**src/rtl/rmp_regs.svh**
```systemverilog
// register offsets, field positions, reset values and timing figures of the
// radio module parameter decoder; included by the core only
`ifndef RMP_REGS_SVH
`define RMP_REGS_SVH

// ======
// register byte offsets
`define RMP_OFS_CFG     8'h00
`define RMP_OFS_ADDR    8'h04
`define RMP_OFS_NET     8'h08
`define RMP_OFS_KEY     8'h0C
`define RMP_OFS_DELAY   8'h10
`define RMP_OFS_STATUS  8'h14

// ======
// field positions in the net and status words
`define RMP_NET_CHAN_LSB    8
`define RMP_ST_UPG_BIT      2
`define RMP_ST_AUX_BIT      3
`define RMP_ST_RPT_BIT      4
`define RMP_ST_BUSY_BIT     5

// ======
// reset values of the user parameters
`define RMP_RST_CFG     17'h00003
`define RMP_RST_ADDR    16'h0000
`define RMP_RST_CHAN    7'h17
`define RMP_RST_NETID   8'h00
`define RMP_RST_KEY     16'h0000
`define RMP_RST_DELAY   16'h0000

// ======
// timing
`define RMP_CLK_HZ        250000000
`define RMP_UPG_TIME_S    60
`define RMP_RELOAD_TIME_US 100
`define RMP_PERIOD_STEP_MS 500

`endif

```
**src/rtl/rmp_pkg.sv**
```systemverilog
// types shared by the parameter decoder core and its bench
// assumes rmp_regs.svh holds every number
package rmp_pkg;

  // ======
  // user parameter word, laid out as the configuration register
  typedef struct packed {
    logic       drssi;
    logic       erssi;
    logic       lbt;
    logic       router;
    logic       trans;
    logic [2:0] period;
    logic       wor_role;
    logic [2:0] air;
    logic [1:0] parity;
    logic [2:0] baud;
  } rmp_cfg_t;

  typedef enum logic [1:0] {RMP_NORMAL, RMP_WOR, RMP_CONFIG, RMP_SLEEP} rmp_mode_t;
  typedef enum logic [1:0] {RMP_8N1, RMP_8O1, RMP_8E1} rmp_parity_t;
  typedef enum logic [1:0] {RMP_BAND_400, RMP_BAND_900, RMP_BAND_230} rmp_band_t;

  // radio packet seen by the forwarding path
  typedef struct packed {
    logic       valid;
    logic [7:0] netid;
  } rmp_pkt_t;

  typedef enum {P_A, P_T, P_PLUS, P_NAME, P_VAL, P_SKIP, P_REPLY} rmp_pstate_t;

endpackage : rmp_pkg

```
**src/rtl/rmp_core.sv**
```systemverilog
// text command decoder, parameter store and repeater steering of the radio module
// assumes the serial byte stream, radio packets and bus share clk_i; the mode pins
// come from outside and are synchronised here
//
// Local design decisions: the register offsets and the Wishbone register port.
`timescale 1ns/100ps
`default_nettype none
`include "rmp_regs.svh"

// Notes on behaviour
// - good command answers name=OK, else =ERR; the code answers =OK without the name when junk follows a good value
// - speed code 0..7 gives 1200..115200 baud
// - parity 0,3 none; 1 odd; 2 even
// - 400/900 air rate table up to 62.5K
// - 230 band air rate table up to 15.6K
// - wake role 0 receive, 1 transmit
// - wake period code times 500 ms plus 500
// - transfer mode 0 transparent, 1 fixed point
// - address 0..65535, larger refused
// - channel limit 83, 80 or 64 by band
// - network identifier 0..255
// - key 0..65535
// - wake sleep delay 0..65535
// - working mode 0,1,2 selects normal, wake, config
// - upgrade command taken only in config mode
// - upgrade ends only after 60 s powered
// - upgrade forces 115200 baud and log output
// - forwarding starts only in normal mode
// - address bytes pair two networks, forward across
// - own network identifier ignored when repeating
// - repeater blocks serial data and low power
// - reload after reset/sleep, status low meanwhile
module rmp_core #(
  parameter rmp_pkg::rmp_band_t BAND          = rmp_pkg::RMP_BAND_400,
  parameter logic [35:0]        UPG_CYCLES    = 36'(64'(`RMP_UPG_TIME_S) * `RMP_CLK_HZ),
  parameter int                 RELOAD_CYCLES = `RMP_RELOAD_TIME_US * (`RMP_CLK_HZ / 1000000)
) (
  input  wire logic              clk_i,                 // 250 MHz clock
  input  wire logic              rst_i,                 // synchronous reset
  input  wire logic              por_i,                 // power-on reset, also clears upgrade
  // wishbone classic slave
  input  wire logic              wb_cyc_i,              // bus cycle
  input  wire logic              wb_stb_i,              // strobe
  input  wire logic              wb_we_i,               // write enable
  input  wire logic [7:0]        wb_adr_i,              // byte address
  input  wire logic [3:0]        wb_sel_i,              // byte lanes
  input  wire logic [31:0]       wb_dat_i,              // write data
  output logic [31:0]            wb_dat_o,              // read data
  output logic                   wb_ack_o,              // acknowledge
  // mode pins
  input  wire logic              mode_select_pin_zero_i, // asynchronous mode pin
  input  wire logic              mode_select_pin_one_i,  // asynchronous mode pin
  // command bytes from the serial receiver
  input  wire logic [7:0]        rx_data_i,             // received byte
  input  wire logic              rx_valid_i,            // byte present
  output logic                   rx_ready_o,            // byte taken
  // reply bytes to the serial transmitter
  output logic [7:0]             tx_data_o,             // reply byte
  output logic                   tx_valid_o,            // reply byte present
  input  wire logic              tx_ready_i,            // transmitter takes byte
  // radio packets
  input  wire rmp_pkg::rmp_pkt_t pkt_i,                 // received packet header
  output rmp_pkg::rmp_pkt_t      fwd_o,                 // packet to resend
  output logic                   deliver_o,             // packet goes to serial port
  // decoded settings
  output logic [16:0]            baud_rate_o,           // serial speed in baud
  output rmp_pkg::rmp_parity_t   parity_o,              // frame format
  output logic [9:0]             air_rate_o,            // air rate in 100 bit/s
  output logic [12:0]            wake_period_ms_o,      // wake period in ms
  output logic                   wake_tx_role_o,        // wake transmitter role
  output logic                   fixed_point_o,         // fixed point sending
  output rmp_pkg::rmp_mode_t     mode_o,                // working mode
  output logic                   upgrade_o,             // upgrade mode
  output logic                   log_en_o,              // log output on
  output logic                   aux_o,                 // status indicator
  output logic                   user_data_en_o,        // serial user data allowed
  output logic                   low_power_en_o         // low power allowed
);

  // ======
  // state
  rmp_pkg::rmp_cfg_t   cfg;
  logic [15:0]         addr, key, delay;
  logic [6:0]          chan;
  logic [7:0]          netid;
  rmp_pkg::rmp_mode_t  mode;
  logic [1:0]          pin_q1, pin_q2, pin_last;
  logic                upgrade;
  logic [35:0]         upg_cnt;
  logic [31:0]         reload_cnt;
  rmp_pkg::rmp_pstate_t pst;
  logic [63:0]         nm;
  logic [3:0]          nlen, ri;
  logic [16:0]         v0, v1;
  logic [1:0]          nv;
  logic                ok;
  logic                tx_valid;
  logic [7:0]          tx_data;
  logic                rpt_active, reloading, execute;
  logic                any_rst;

  assign any_rst   = rst_i | por_i;
  assign reloading = (reload_cnt != 32'h0);

  // ======
  // helpers
  function automatic logic [16:0] acc(input logic [16:0] v, input logic [7:0] c);
    logic [20:0] t;
    t = 21'(v) * 21'h00000A + 21'(c - 8'h30);
    acc = (t > 21'h010000) ? 17'h10000 : t[16:0]; // saturate so overflow stays visible
  endfunction : acc

  function automatic logic [63:0] nm_of(input string s);
    nm_of = 64'h0;
    for (int i = 0; i < s.len(); i++) nm_of = {nm_of[55:0], 8'(s[i])};
  endfunction : nm_of

  function automatic logic [7:0] tail(input logic good, input logic [3:0] k);
    logic [47:0] t;
    t = good ? 48'h3D4F4B0D0A00 : 48'h3D4552520D0A;
    tail = t[47 - 8 * int'(k) -: 8];
  endfunction : tail

  // ======
  // mode pin synchroniser, first stage read only by the second
  always_ff @(posedge clk_i) begin
    pin_q1 <= {mode_select_pin_one_i, mode_select_pin_zero_i};
    pin_q2 <= pin_q1;
  end

  // ======
  // working mode: pins decide on change, command may override
  always_ff @(posedge clk_i) begin
    if (any_rst) begin
      mode     <= rmp_pkg::RMP_NORMAL;
      pin_last <= 2'h0;
    end else begin
      pin_last <= pin_q2;
      if (pin_q2 != pin_last || reloading)
        mode <= rmp_pkg::rmp_mode_t'(pin_q2);
      else if (execute && ok && nm == nm_of("MODE") && nlen == 4'h4)
        mode <= rmp_pkg::rmp_mode_t'(v0[1:0]);
    end
  end

  // ======
  // reload window after reset or on leaving deep sleep
  always_ff @(posedge clk_i) begin
    if (any_rst)
      reload_cnt <= 32'(RELOAD_CYCLES);
    else if (pin_last == 2'h3 && pin_q2 != 2'h3)
      reload_cnt <= 32'(RELOAD_CYCLES);
    else if (reloading)
      reload_cnt <= reload_cnt - 32'h1;
  end

  // ======
  // upgrade mode survives rst_i; only power-on or the timer running out clears it, so a restart
  // before the timer runs out lands in upgrade mode again
  always_ff @(posedge clk_i) begin
    if (por_i) begin
      upgrade <= 1'b0;
      upg_cnt <= 36'h0;
    end else if (upgrade) begin
      if (upg_cnt >= UPG_CYCLES - 36'h1) begin
        upgrade <= 1'b0;
        upg_cnt <= 36'h0;
      end else begin
        upg_cnt <= upg_cnt + 36'h1;
      end
    end else if (execute && ok && nm == nm_of("IAP") && nlen == 4'h3) begin
      upgrade <= 1'b1;
    end
  end

  // ======
  // command validation, decided on the line end
  always_comb begin
    logic cfgm;
    logic [16:0] chmax;
    cfgm  = (mode == rmp_pkg::RMP_CONFIG);
    chmax = (BAND == rmp_pkg::RMP_BAND_400) ? 17'd83 :
            (BAND == rmp_pkg::RMP_BAND_900) ? 17'd80 : 17'd64;
    ok    = 1'b0;
    unique case (nlen)
      4'h3: ok = (nm == nm_of("IAP") && nv == 2'h0 && cfgm) ||
                 (nm == nm_of("WOR") && cfgm && v0 <= 17'h1 && nv != 2'h0 &&
                  (nv == 2'h1 || v1 <= 17'h7)) ||
                 (nm == nm_of("LBT") && cfgm && nv == 2'h1 && v0 <= 17'h1) ||
                 (nm == nm_of("KEY") && cfgm && nv == 2'h1 && v0 <= 17'hFFFF);
      4'h4: ok = (nm == nm_of("UART") && cfgm && nv == 2'h2 && v0 <= 17'h7 && v1 <= 17'h3) ||
                 (nm == nm_of("RATE") && cfgm && nv == 2'h1 && v0 <= 17'h7) ||
                 (nm == nm_of("ADDR") && cfgm && nv == 2'h1 && v0 <= 17'hFFFF) ||
                 (nm == nm_of("MODE") && nv == 2'h1 && v0 <= 17'h2);
      4'h5: ok = cfgm && nv == 2'h1 &&
                 (((nm == nm_of("TRANS") || nm == nm_of("ERSSI") || nm == nm_of("DRSSI")) &&
                   v0 <= 17'h1) ||
                  (nm == nm_of("NETID") && v0 <= 17'hFF) ||
                  (nm == nm_of("DELAY") && v0 <= 17'hFFFF));
      4'h6: ok = nm == nm_of("ROUTER") && cfgm && nv == 2'h1 && v0 <= 17'h1;
      4'h7: ok = nm == nm_of("CHANNEL") && cfgm && nv == 2'h1 && v0 <= chmax;
      default: ok = 1'b0;
    endcase
  end

  // ======
  // line parser: AT+NAME=v[,v] ended by CR or LF
  assign execute    = rx_valid_i && rx_ready_o && (rx_data_i == 8'h0D || rx_data_i == 8'h0A) &&
                      (pst == rmp_pkg::P_NAME || pst == rmp_pkg::P_VAL || pst == rmp_pkg::P_SKIP);
  assign rx_ready_o = (pst != rmp_pkg::P_REPLY) && !reloading && !rpt_active;

  always_ff @(posedge clk_i) begin
    if (any_rst) begin
      pst  <= rmp_pkg::P_A;
      nm   <= 64'h0;
      nlen <= 4'h0;
      v0   <= 17'h0;
      v1   <= 17'h0;
      nv   <= 2'h0;
    end else if (pst == rmp_pkg::P_REPLY) begin
      if (ri == 4'hF && !tx_valid)
        pst <= rmp_pkg::P_A;
    end else if (rx_valid_i && rx_ready_o) begin
      unique case (pst)
        rmp_pkg::P_A:    pst <= (rx_data_i == 8'h41) ? rmp_pkg::P_T : rmp_pkg::P_A;
        rmp_pkg::P_T:    pst <= (rx_data_i == 8'h54) ? rmp_pkg::P_PLUS : rmp_pkg::P_SKIP;
        rmp_pkg::P_PLUS: begin
          pst  <= (rx_data_i == 8'h2B) ? rmp_pkg::P_NAME : rmp_pkg::P_SKIP;
          nm   <= 64'h0;
          nlen <= 4'h0;
          v0   <= 17'h0;
          v1   <= 17'h0;
          nv   <= 2'h0;
        end
        rmp_pkg::P_NAME: begin
          if (execute) begin
            pst <= rmp_pkg::P_REPLY;
          end else if (rx_data_i == 8'h3D) begin
            pst <= rmp_pkg::P_VAL;
          end else if (rx_data_i >= 8'h41 && rx_data_i <= 8'h5A && nlen != 4'h8) begin
            nm   <= {nm[55:0], rx_data_i};
            nlen <= nlen + 4'h1;
          end else begin
            pst <= rmp_pkg::P_SKIP;
          end
        end
        rmp_pkg::P_VAL: begin
          if (execute) begin
            pst <= rmp_pkg::P_REPLY;
          end else if (rx_data_i >= 8'h30 && rx_data_i <= 8'h39) begin
            if (nv == 2'h2)
              v1 <= acc(v1, rx_data_i);
            else
              v0 <= acc(v0, rx_data_i);
            if (nv == 2'h0)
              nv <= 2'h1;
          end else if (rx_data_i == 8'h2C && nv == 2'h1) begin
            nv <= 2'h2;
          end else begin
            pst <= rmp_pkg::P_SKIP; // malformed value: answer follows ok of the part read before it
          end
        end
        rmp_pkg::P_SKIP: begin
          if (execute) begin
            nlen <= 4'h0; // cleared after ok is latched, so the answer still follows the name read and omits it
            pst  <= rmp_pkg::P_REPLY;
          end
        end
        rmp_pkg::P_REPLY: pst <= rmp_pkg::P_REPLY;
      endcase
    end
  end

  // ======
  // reply sender: name then =OK, or =ERR alone; ri 15 marks done
  logic good_q;
  always_ff @(posedge clk_i) begin
    if (any_rst) begin
      ri       <= 4'h0;
      good_q   <= 1'b0;
      tx_valid <= 1'b0;
      tx_data  <= 8'h00;
    end else if (execute) begin
      ri     <= 4'h0;
      good_q <= ok;
    end else if (pst == rmp_pkg::P_REPLY && ri != 4'hF && (!tx_valid || tx_ready_i)) begin
      tx_valid <= 1'b1;
      if (good_q && ri < nlen)
        tx_data <= nm[8 * (int'(nlen) - 1 - int'(ri)) +: 8];
      else
        tx_data <= tail(good_q, good_q ? ri - nlen : ri);
      if ((good_q && ri == nlen + 4'h4) || (!good_q && ri == 4'h5))
        ri <= 4'hF;
      else
        ri <= ri + 4'h1;
    end else if (tx_ready_i) begin
      tx_valid <= 1'b0;
    end
  end
  assign tx_valid_o = tx_valid;
  assign tx_data_o  = tx_data;

  // ======
  // parameter store, written by accepted commands and by the bus
  logic bus_wr;
  assign bus_wr = wb_cyc_i && wb_stb_i && wb_we_i && !wb_ack_o && wb_sel_i == 4'hF;

  always_ff @(posedge clk_i) begin
    if (any_rst) begin
      cfg   <= `RMP_RST_CFG;
      addr  <= `RMP_RST_ADDR;
      chan  <= `RMP_RST_CHAN;
      netid <= `RMP_RST_NETID;
      key   <= `RMP_RST_KEY;
      delay <= `RMP_RST_DELAY;
    end else if (execute && ok) begin
      unique case (nm)
        nm_of("UART"):    {cfg.parity, cfg.baud} <= {v1[1:0], v0[2:0]};
        nm_of("RATE"):    cfg.air      <= v0[2:0];
        nm_of("WOR"): begin
          cfg.wor_role <= v0[0];
          if (nv == 2'h2)
            cfg.period <= v1[2:0];
        end
        nm_of("TRANS"):   cfg.trans    <= v0[0];
        nm_of("ROUTER"):  cfg.router   <= v0[0];
        nm_of("LBT"):     cfg.lbt      <= v0[0];
        nm_of("ERSSI"):   cfg.erssi    <= v0[0];
        nm_of("DRSSI"):   cfg.drssi    <= v0[0];
        nm_of("ADDR"):    addr         <= v0[15:0];
        nm_of("CHANNEL"): chan         <= v0[6:0];
        nm_of("NETID"):   netid        <= v0[7:0];
        nm_of("KEY"):     key          <= v0[15:0];
        nm_of("DELAY"):   delay        <= v0[15:0];
        default:          cfg          <= cfg;
      endcase
    end else if (bus_wr) begin
      unique case (wb_adr_i)
        `RMP_OFS_CFG:   cfg   <= wb_dat_i[16:0];
        `RMP_OFS_ADDR:  addr  <= wb_dat_i[15:0];
        `RMP_OFS_NET:   {chan, netid} <= wb_dat_i[14:0];
        `RMP_OFS_KEY:   key   <= wb_dat_i[15:0];
        `RMP_OFS_DELAY: delay <= wb_dat_i[15:0];
        default:        cfg   <= cfg; // unmapped writes ignored
      endcase
    end
  end

  // ======
  // wishbone: ack one cycle after the strobe, dropped the cycle after
  always_ff @(posedge clk_i) begin
    if (any_rst) begin
      wb_ack_o <= 1'b0;
      wb_dat_o <= 32'h0;
    end else begin
      wb_ack_o <= wb_cyc_i && wb_stb_i && !wb_ack_o;
      unique case (wb_adr_i)
        `RMP_OFS_CFG:    wb_dat_o <= {15'h0, cfg};
        `RMP_OFS_ADDR:   wb_dat_o <= {16'h0, addr};
        `RMP_OFS_NET:    wb_dat_o <= {17'h0, chan, netid};
        `RMP_OFS_DELAY:  wb_dat_o <= {16'h0, delay};
        `RMP_OFS_STATUS: wb_dat_o <= {26'h0, pst == rmp_pkg::P_REPLY, rpt_active,
                                      aux_o, upgrade, mode};
        default:         wb_dat_o <= 32'h0; // key is never readable back
      endcase
    end
  end

  // ======
  // decoded settings, registered
  always_ff @(posedge clk_i) begin
    if (any_rst) begin
      baud_rate_o      <= 17'h0;
      parity_o         <= rmp_pkg::RMP_8N1;
      air_rate_o       <= 10'h0;
      wake_period_ms_o <= 13'h0;
    end else begin
      unique case (upgrade ? 3'h7 : cfg.baud)
        3'h0: baud_rate_o <= 17'd1200;
        3'h1: baud_rate_o <= 17'd2400;
        3'h2: baud_rate_o <= 17'd4800;
        3'h3: baud_rate_o <= 17'd9600;
        3'h4: baud_rate_o <= 17'd19200;
        3'h5: baud_rate_o <= 17'd38400;
        3'h6: baud_rate_o <= 17'd57600;
        3'h7: baud_rate_o <= 17'd115200;
      endcase
      parity_o <= (cfg.parity == 2'h1) ? rmp_pkg::RMP_8O1 :
                  (cfg.parity == 2'h2) ? rmp_pkg::RMP_8E1 : rmp_pkg::RMP_8N1;
      if (BAND == rmp_pkg::RMP_BAND_230) begin
        unique case (cfg.air)
          3'h4:       air_rate_o <= 10'd48;
          3'h5:       air_rate_o <= 10'd96;
          3'h6, 3'h7: air_rate_o <= 10'd156;
          default:    air_rate_o <= 10'd24;
        endcase
      end else begin
        unique case (cfg.air)
          3'h3:    air_rate_o <= 10'd48;
          3'h4:    air_rate_o <= 10'd96;
          3'h5:    air_rate_o <= 10'd192;
          3'h6:    air_rate_o <= 10'd384;
          3'h7:    air_rate_o <= 10'd625;
          default: air_rate_o <= 10'd24;
        endcase
      end
      wake_period_ms_o <= 13'((int'(cfg.period) + 1) * `RMP_PERIOD_STEP_MS);
    end
  end

  // ======
  // repeater steering: address bytes name the two networks
  assign rpt_active = cfg.router && mode == rmp_pkg::RMP_NORMAL && !reloading;

  always_ff @(posedge clk_i) begin
    if (any_rst) begin
      fwd_o     <= '0;
      deliver_o <= 1'b0;
    end else begin
      fwd_o.valid <= rpt_active && pkt_i.valid &&
                     (pkt_i.netid == addr[15:8] || pkt_i.netid == addr[7:0]);
      fwd_o.netid <= (pkt_i.netid == addr[15:8]) ? addr[7:0] : addr[15:8];
      // own network identifier only matters outside repeating
      deliver_o   <= !rpt_active && pkt_i.valid && pkt_i.netid == netid;
    end
  end

  // ======
  // plain status outputs
  assign wake_tx_role_o = cfg.wor_role;
  assign fixed_point_o  = cfg.trans;
  assign mode_o         = mode;
  assign upgrade_o      = upgrade;
  assign log_en_o       = upgrade;
  assign aux_o          = !reloading;
  assign user_data_en_o = !rpt_active;
  assign low_power_en_o = !rpt_active;

endmodule : rmp_core
`default_nettype wire

```
**config.mk**
```make
export PLATFORM = sky130hd
export DESIGN_NAME = rmp_core
export DESIGN_NICKNAME = d
export VERILOG_FILES = /design/src/rtl/rmp_pkg.sv /design/src/rtl/rmp_core.sv
export VERILOG_INCLUDE_DIRS = /design/src /design/src/rtl
export SDC_FILE = /design/constraint.sdc
export NUM_CORES = 1
export LEC_CHECK = 0
export ABC_AREA = 1
export BUFFER_PORTS_ARGS = -buffer_cell sky130_fd_sc_hd__buf_2
export CAP_MARGIN = 10
export CELL_PAD_IN_SITES_DETAIL_PLACEMENT = 2
export CELL_PAD_IN_SITES_GLOBAL_PLACEMENT = 2
export CORE_ASPECT_RATIO = 1.75
export CORE_UTILIZATION = 34
export DETAILED_ROUTE_END_ITERATION = 10
export HOLD_SLACK_MARGIN = 0.02
export PLACE_DENSITY_LB_ADDON = 0.1
export SYNTH_ARGS = -nofsm -noshare
export SYNTH_HDL_FRONTEND = slang
export SYNTH_SLANG_ARGS = --single-unit
```
**constraint.sdc**
```tcl
create_clock -name clk_i -period 5.4 [get_ports clk_i]
set_input_delay 0.54 -clock clk_i [delete_from_list [all_inputs] [get_ports clk_i]]
set_output_delay 0.54 -clock clk_i [all_outputs]
set_load 0.01 [all_outputs]
```
# After elaboration in Yosys (flattened, before gate mapping)
# Memory sizes are Yosys's and may differ from the RTL's. A register that Yosys moved wholly into a read port is not among the register bits.
# Cells that the tools add are included.
dict set report word_totals {
  out_inout_bits 104
  rom_bits 104
  wordCells 388
  register_bits 376
  n_memories 1
}
dict set report classes {
  muxes 85
  n_bitwise 3
  n_eq_ne 92
  n_lt_le_gt_ge 16
  addsub 13
  mul 3
  reduce_logical 131
  shift 2
}
# memory depth width rd rd_clocked_by_memory_dff write_ports line_no
set mem_list {}
lappend mem_list {{(no name shown)} 8 13 1 1 0 rmp_core.sv:378} ;# unique case (upgrade ? 3'h7 : cfg.baud)
# operator count
set op_table {}
lappend op_table {{$eq A64 B39 Y1 const B} 5}
lappend op_table {{$mux W32} 10}
lappend op_table {{$eq A64 B23 Y1 const B} 4}
lappend op_table {{$eq A64 B31 Y1 const B} 4}
lappend op_table {{$pmux W32 S7} 1}
lappend op_table {{$mux W64} 3}
lappend op_table {{$mux W17} 11}
lappend op_table {{$eq A32 B3 Y1 const B} 4}
lappend op_table {{$mux W16} 8}
lappend op_table {{$pmux W64 S2} 1}
lappend op_table {{$eq A32 B4 Y1 const B} 3}
lappend op_table {{$pmux W17 S5} 1}
lappend op_table {{$mux W36} 2}
lappend op_table {{$pmux W17 S2} 2}
lappend op_table {{$logic_and A1 B1 Y1} 67}
lappend op_table {{$eq A32 B2 Y1 const B} 2}
lappend op_table {{$eq A64 B47 Y1 const B} 1}
lappend op_table {{$eq A64 B55 Y1 const B} 1}
lappend op_table {{$shiftx A64 B9 Y8} 1}
lappend op_table {{$shiftx A55 B8 Y8} 1}
lappend op_table {{$pmux W10 S5} 1}
lappend op_table {{$mux W8} 6}
lappend op_table {{$ne A2 B2 Y1 const B} 22}
lappend op_table {{$add A21 B21 Y21} 2}
lappend op_table {{71 further kinds} 182}

# Longest topological paths before layout
dict set report depth {
  word_depth 14
  mapped_depth 30
  mapped_depth_nobuf 29
}

# Worst setup path before layout
# OpenSTA, ideal clock, no wires.
dict set report synth_timing {
  path_type {in2reg}
  from {input port rx_data_i[6]}
  to {register v1[6]}
  cell_stages 19
  n_path_buf 2
  arrival_time_ns 4.026
  t_required_ns 5.330
  slack_ns 1.304
  path_cell_list {clkbuf_1 -> nor2_1 -> inv_1 -> nor2_1 -> ha_1 -> a21oi_1 -> o21ai_0 -> a21oi_1 -> nand2_1 -> nand2_1 -> nand2_1 -> xor2_1 -> nand2_1 -> nor2_1 -> nand3_1 -> nand2_1 -> buf_2 -> nand3_1 -> a21oi_1}
}
dict set report synth_via {
  elab_chain_len 8
  word_cells_on_any_way 19
  classes_between {2 x add/sub; 3 x order compare; 4 x eq/ne; 5 x mux; 5 x reduce/logical}
}
# element line_no
set synth_rtl {}
lappend synth_rtl {{start, declared} rmp_core.sv:54} ;# input wire logic [7:0] rx_data_i,
lappend synth_rtl {{$sub A8 B6 Y9} rmp_core.sv:109} ;# t = 21'(v) * 21'h00000A + 21'(c - 8'h30);
lappend synth_rtl {{$add A21 B21 Y21} rmp_core.sv:109}
lappend synth_rtl {{$gt A21 B17 Y1} rmp_core.sv:110} ;# acc = (t > 21'h010000) ? 17'h10000 : t[16:0];
lappend synth_rtl {{$mux W17} rmp_core.sv:110}
lappend synth_rtl {{$mux W17} rmp_core.sv:251} ;# if (nv == 2'h2)
lappend synth_rtl {{$mux W17} rmp_core.sv:250} ;# end else if (rx_data_i >= 8'h30 && rx_data_i <= 8'h39) begin
lappend synth_rtl {{$mux W17} rmp_core.sv:248} ;# if (execute) begin
lappend synth_rtl {{$pmux W17 S2} rmp_core.sv:224} ;# unique case (pst)
lappend synth_rtl {{end signal, assigned} rmp_core.sv:252} ;# v1 <= acc(v1, rx_data_i);
lappend synth_rtl {{end, declared} rmp_core.sv:94} ;# logic [16:0] v0, v1;
# Several ways; a longest one is shown, not always the timed one. The select of a mux whose other input is x is not followed.
# A chain may end at the register's enable or synchronous reset.

# Worst setup path in the final report
dict set report layout_timing {
  from {register v0[7]}
  to {register v0[4]}
}
dict set report layout_via {
  elab_chain_len 8
}
# element line_no
set layout_rtl {}
lappend layout_rtl {{start, declared} rmp_core.sv:94}
lappend layout_rtl {{start signal, assigned} rmp_core.sv:254} ;# v0 <= acc(v0, rx_data_i);
lappend layout_rtl {{$mul A17 B3 Y20} rmp_core.sv:109}
lappend layout_rtl {{$add A21 B21 Y21} rmp_core.sv:109}
lappend layout_rtl {{$gt A21 B17 Y1} rmp_core.sv:110}
lappend layout_rtl {{$mux W17} rmp_core.sv:110}
lappend layout_rtl {{$mux W17} rmp_core.sv:251}
lappend layout_rtl {{$mux W17} rmp_core.sv:250}
lappend layout_rtl {{$mux W17} rmp_core.sv:248}
lappend layout_rtl {{$pmux W17 S2} rmp_core.sv:224}
# No other way between the ends. The select of a mux whose other input is x is not followed.

==> run metrics <==
YS warnings 0; main flop type after synthesis dfxtp_1; setup TNS 0 ns; sequential area share after synthesis 0.2902; DRT Pass-1 Iters 4; vias post-DR 23,940; Max Slew Vio Count 0; final-report hold violation count 0; WHS 0.09651 ns; period utilization 0.9170; RSZ-0062 raised after global routing false; Post-synth EDFFs 0; Clock Latency Late Sink 0.56 ns; synthesis-to-layout area growth 11.05%; Max-Cap Viols 0; Area contributors post-synth dfxtp_1 (29%), nand2_1 (14%), nor2_1 (8.1%); die height 340.7 um; proportion of layout cells with a drive suffix above 1 0.08219; WS Path Type reg2reg; crit path max fanout 16; Synth top area share 0.2902; WL/cell 21.70 um; area of the core 0.06448 sq mm; post-layout min period between 4 and 5 ns; Post-CTS Repair Setup Buffers 0; fmax 0.2019 GHz; Non-Filler Instances ~4,400; Avg Cell Area, Syn 6.450 sq um; CTS Buf Count 35; Final WS setup 0.4480 ns; clk root buf clkbuf_16; status complete, no violations; GR Overflow Total 0; post-synthesis cell type count 60; Netlist Area Pre-Place 0.02228 sq mm; Hold Path Class in2reg; Via density 5.454; pwr dens 205.6 mW/mm^2; vias in the first global route 26,570; Setup crit start kind flip-flop; die width approximately 200 um; Post-Place Setup Slack 0.2085 ns; Initial Util 0.3456; std cell rows roughly 120; placed cells 4,326; # DRC 0; number of nets in the layout 3,780; cell taking the most area after synthesis dfxtp_1; Max Buffers Root-to-Sink 3; Pleak approximately 11 nW; Port Buf Inserts between 100 and 150; Critical Path RT 5.88 ns; total chip power roughly 5.1 mW; crit end category flip-flop; #FFs+latches synth 323; H-tree depth 2; RD Place Congestion 0.9276; Clock Pin Slew Worst Setup and Hold Paths 0.07 ns; largest net degree at the start of global routing roughly 100; Peak VDD IR 0.1620 mV; CTS tree built; Gate Count Post-Synth 3,455; total track usage 0.2825; detailed placement HPWL 76,290 um; DRT Wirelength 95,260 um; IO Count 175; # clock sinks about 320; Final Skew 0.01437 ns; slew margin rel. 0.2342; worst-margin pin slew 1.143 ns; final setup vio count 0; Iteration-0 DRC Markers 814; post-route ant nets 0; Die ar. 0.06661 sq mm; ant diodes 0; async set-reset flop share out of synthesis 0; fill cell count about 8,000; first-pass GRT wire length about 150,000 um; antenna violations before repair 1; crit path DAT 5.43 ns
-- power by group --
group,total [mW],internal [mW],switching (mW),leakage [nW]
Combinational,0.285,0.0764,0.208,8.08
Sequential,2.40,2.39,0.00680,2.61
Clock,2.40,1.31,1.09,0.538
-- layout make-up --
cell class / count / area [sq um] / area share
Sequential cell: 323 / 6466 / 0.2613
Multi-Input combinational cell: 2651 / 13890 / 0.5613
Tap cell: 812 / 1016 / 0.04106
Clock buffer: 49 / 1010 / 0.04080
Clock inverter: 13 / 87.58 / 0.003539
Inverter: 388 / 1459 / 0.05895
Timing Repair Buffer: 153 / 818.3 / 0.03307
-- registers in the layout (all words and copies together), names as in the netlist, 9 cells and up --
register,cells
nm,64
upg_cnt,36
reload_cnt,32
v0,17
v1,17
wb_dat_o,17
addr,16
delay,16
cfg,15
baud_rate_o,13
wake_period_ms_o,11
fwd_o,9
-- layout by cell type, fill, tap and decap left out, types with 9 or more instances in the layout --
| master | netlist | layout |
|---|---|---|
| a211oi_1 | 9 | 9 |
| a21oi_1 | 298 | 298 |
| a221oi_1 | 13 | 13 |
| a31oi_1 | 13 | 12 |
| buf_2 | 13 | 136 |
| buf_4 | 30 | 15 |
| clkbuf_16 | 0 | 36 |
| conb_1 | 1 | 23 |
| dfxtp_1 | 323 | 323 |
| fa_1 | 13 | 13 |
| ha_1 | 144 | 144 |
| inv_1 | 374 | 373 |
| inv_2 | 10 | 10 |
| nand2_1 | 821 | 820 |
| nand2_2 | 9 | 10 |
| nand3_1 | 255 | 255 |
| nand4_1 | 56 | 56 |
| nor2_1 | 483 | 480 |
| nor2_2 | 11 | 12 |
| nor3_1 | 91 | 90 |
| nor4_1 | 24 | 23 |
| o21ai_0 | 146 | 146 |
| o21ai_1 | 11 | 11 |
| o22ai_1 | 24 | 24 |
| or2_2 | 20 | 20 |
| xnor2_1 | 23 | 23 |
| xor2_1 | 77 | 77 |
-- kinds of logic (layout without fill, tap and decap cells) --
| family | count (synthesis) | count (layout) | share of synthesized area |
|---|---|---|---|
| simple gates | 1808 | 1808 | 0.3465 |
| compound gates | 555 | 555 | 0.1354 |
| buf+inv | 503 | 603 | 0.09191 |
| flops | 323 | 323 | 0.2902 |
| fa+ha+maj | 157 | 157 | 0.09253 |
| xor+xnor | 100 | 100 | 0.03930 |
| mux | 8 | 8 | 0.004043 |
| other cells | 1 | 23 | 0.0001683 |
-- per-stage QoR --
step / area (sq um) / utilization
global route: 24750 / 0.3838
finish: 24750 / 0.3838
CTS: 24730 / 0.3836
floorplan: 22370 / -
detailed placement: 23640 / 0.3665
global placement: 23640 / 0.3665
-- synth_stat cells, drive strengths merged (7+ instances only) --
cell type  instances
nor2             499
a211oi             9
nand3b             9
inv              384
ha               144
nor3              94
a21o               7
nor4              24
clkbuf            67
o21ai            161
fa                13
or2               22
xnor2             23
a221oi            13
a31oi             13
nand4             56
a21oi            298
buf               48
nand3            259
mux2               8
o211ai             7
xor2              77
o22ai             24
dfxtp            323
nand2            833
-- worst max-delay path, cell delays in order (launching register included) --
cell and delay, ns:
dfxtp_1 0.52, ha_1 0.30, ha_1 0.37, inv_1 0.09, nor3_1 0.21, a21oi_1 0.14
o21ai_0 0.42, a31oi_1 0.23, o21ai_0 0.35, nand2_1 0.09, nand2_1 0.07, a21oi_1 0.07
xor2_1 0.15, ha_1 0.36, inv_1 0.08, nor3_1 0.25, nand2_1 0.09, nand3_1 0.07
nand3_1 0.06, nand2_1 0.07, nand2_1 0.05, nor2_1 0.15, nand2_1 0.10, nand2_1 0.08
buf_4 0.23, nand3_1 0.12, a21oi_1 0.15
-- metal layers --
| metal | track usage | wire (um) |
|---|---|---|
| met1 | 0.2900 | 36170 |
| met2 | 0.5770 | 53320 |
| met3 | 0.02500 | 2288 |
| met4 | 0.1047 | 3477 |
| met5 | 0 | 8 |
-- timing repair --
action / CTS / global route
resized for setup: 0 / 2
hold endpoints to repair: 0 / 0
hold buffers: 0 / 0
setup endpoints to repair: 0 / 16
-- path summary, 6_finish.rpt --
check / startpoint / endpoint / slack, ns / cells past startpoint
min reg2reg: pin_q1[0] / pin_q2[0] / 0.33 / 0
max: v0[7] / v0[4] / 0.45 / 26
min: mode_select_pin_zero_i / pin_q1[0] / 0.1 / 1
max reg2reg: v0[7] / v0[4] / 0.45 / 26
No activity file was read; power rests on OpenSTA's default activity.
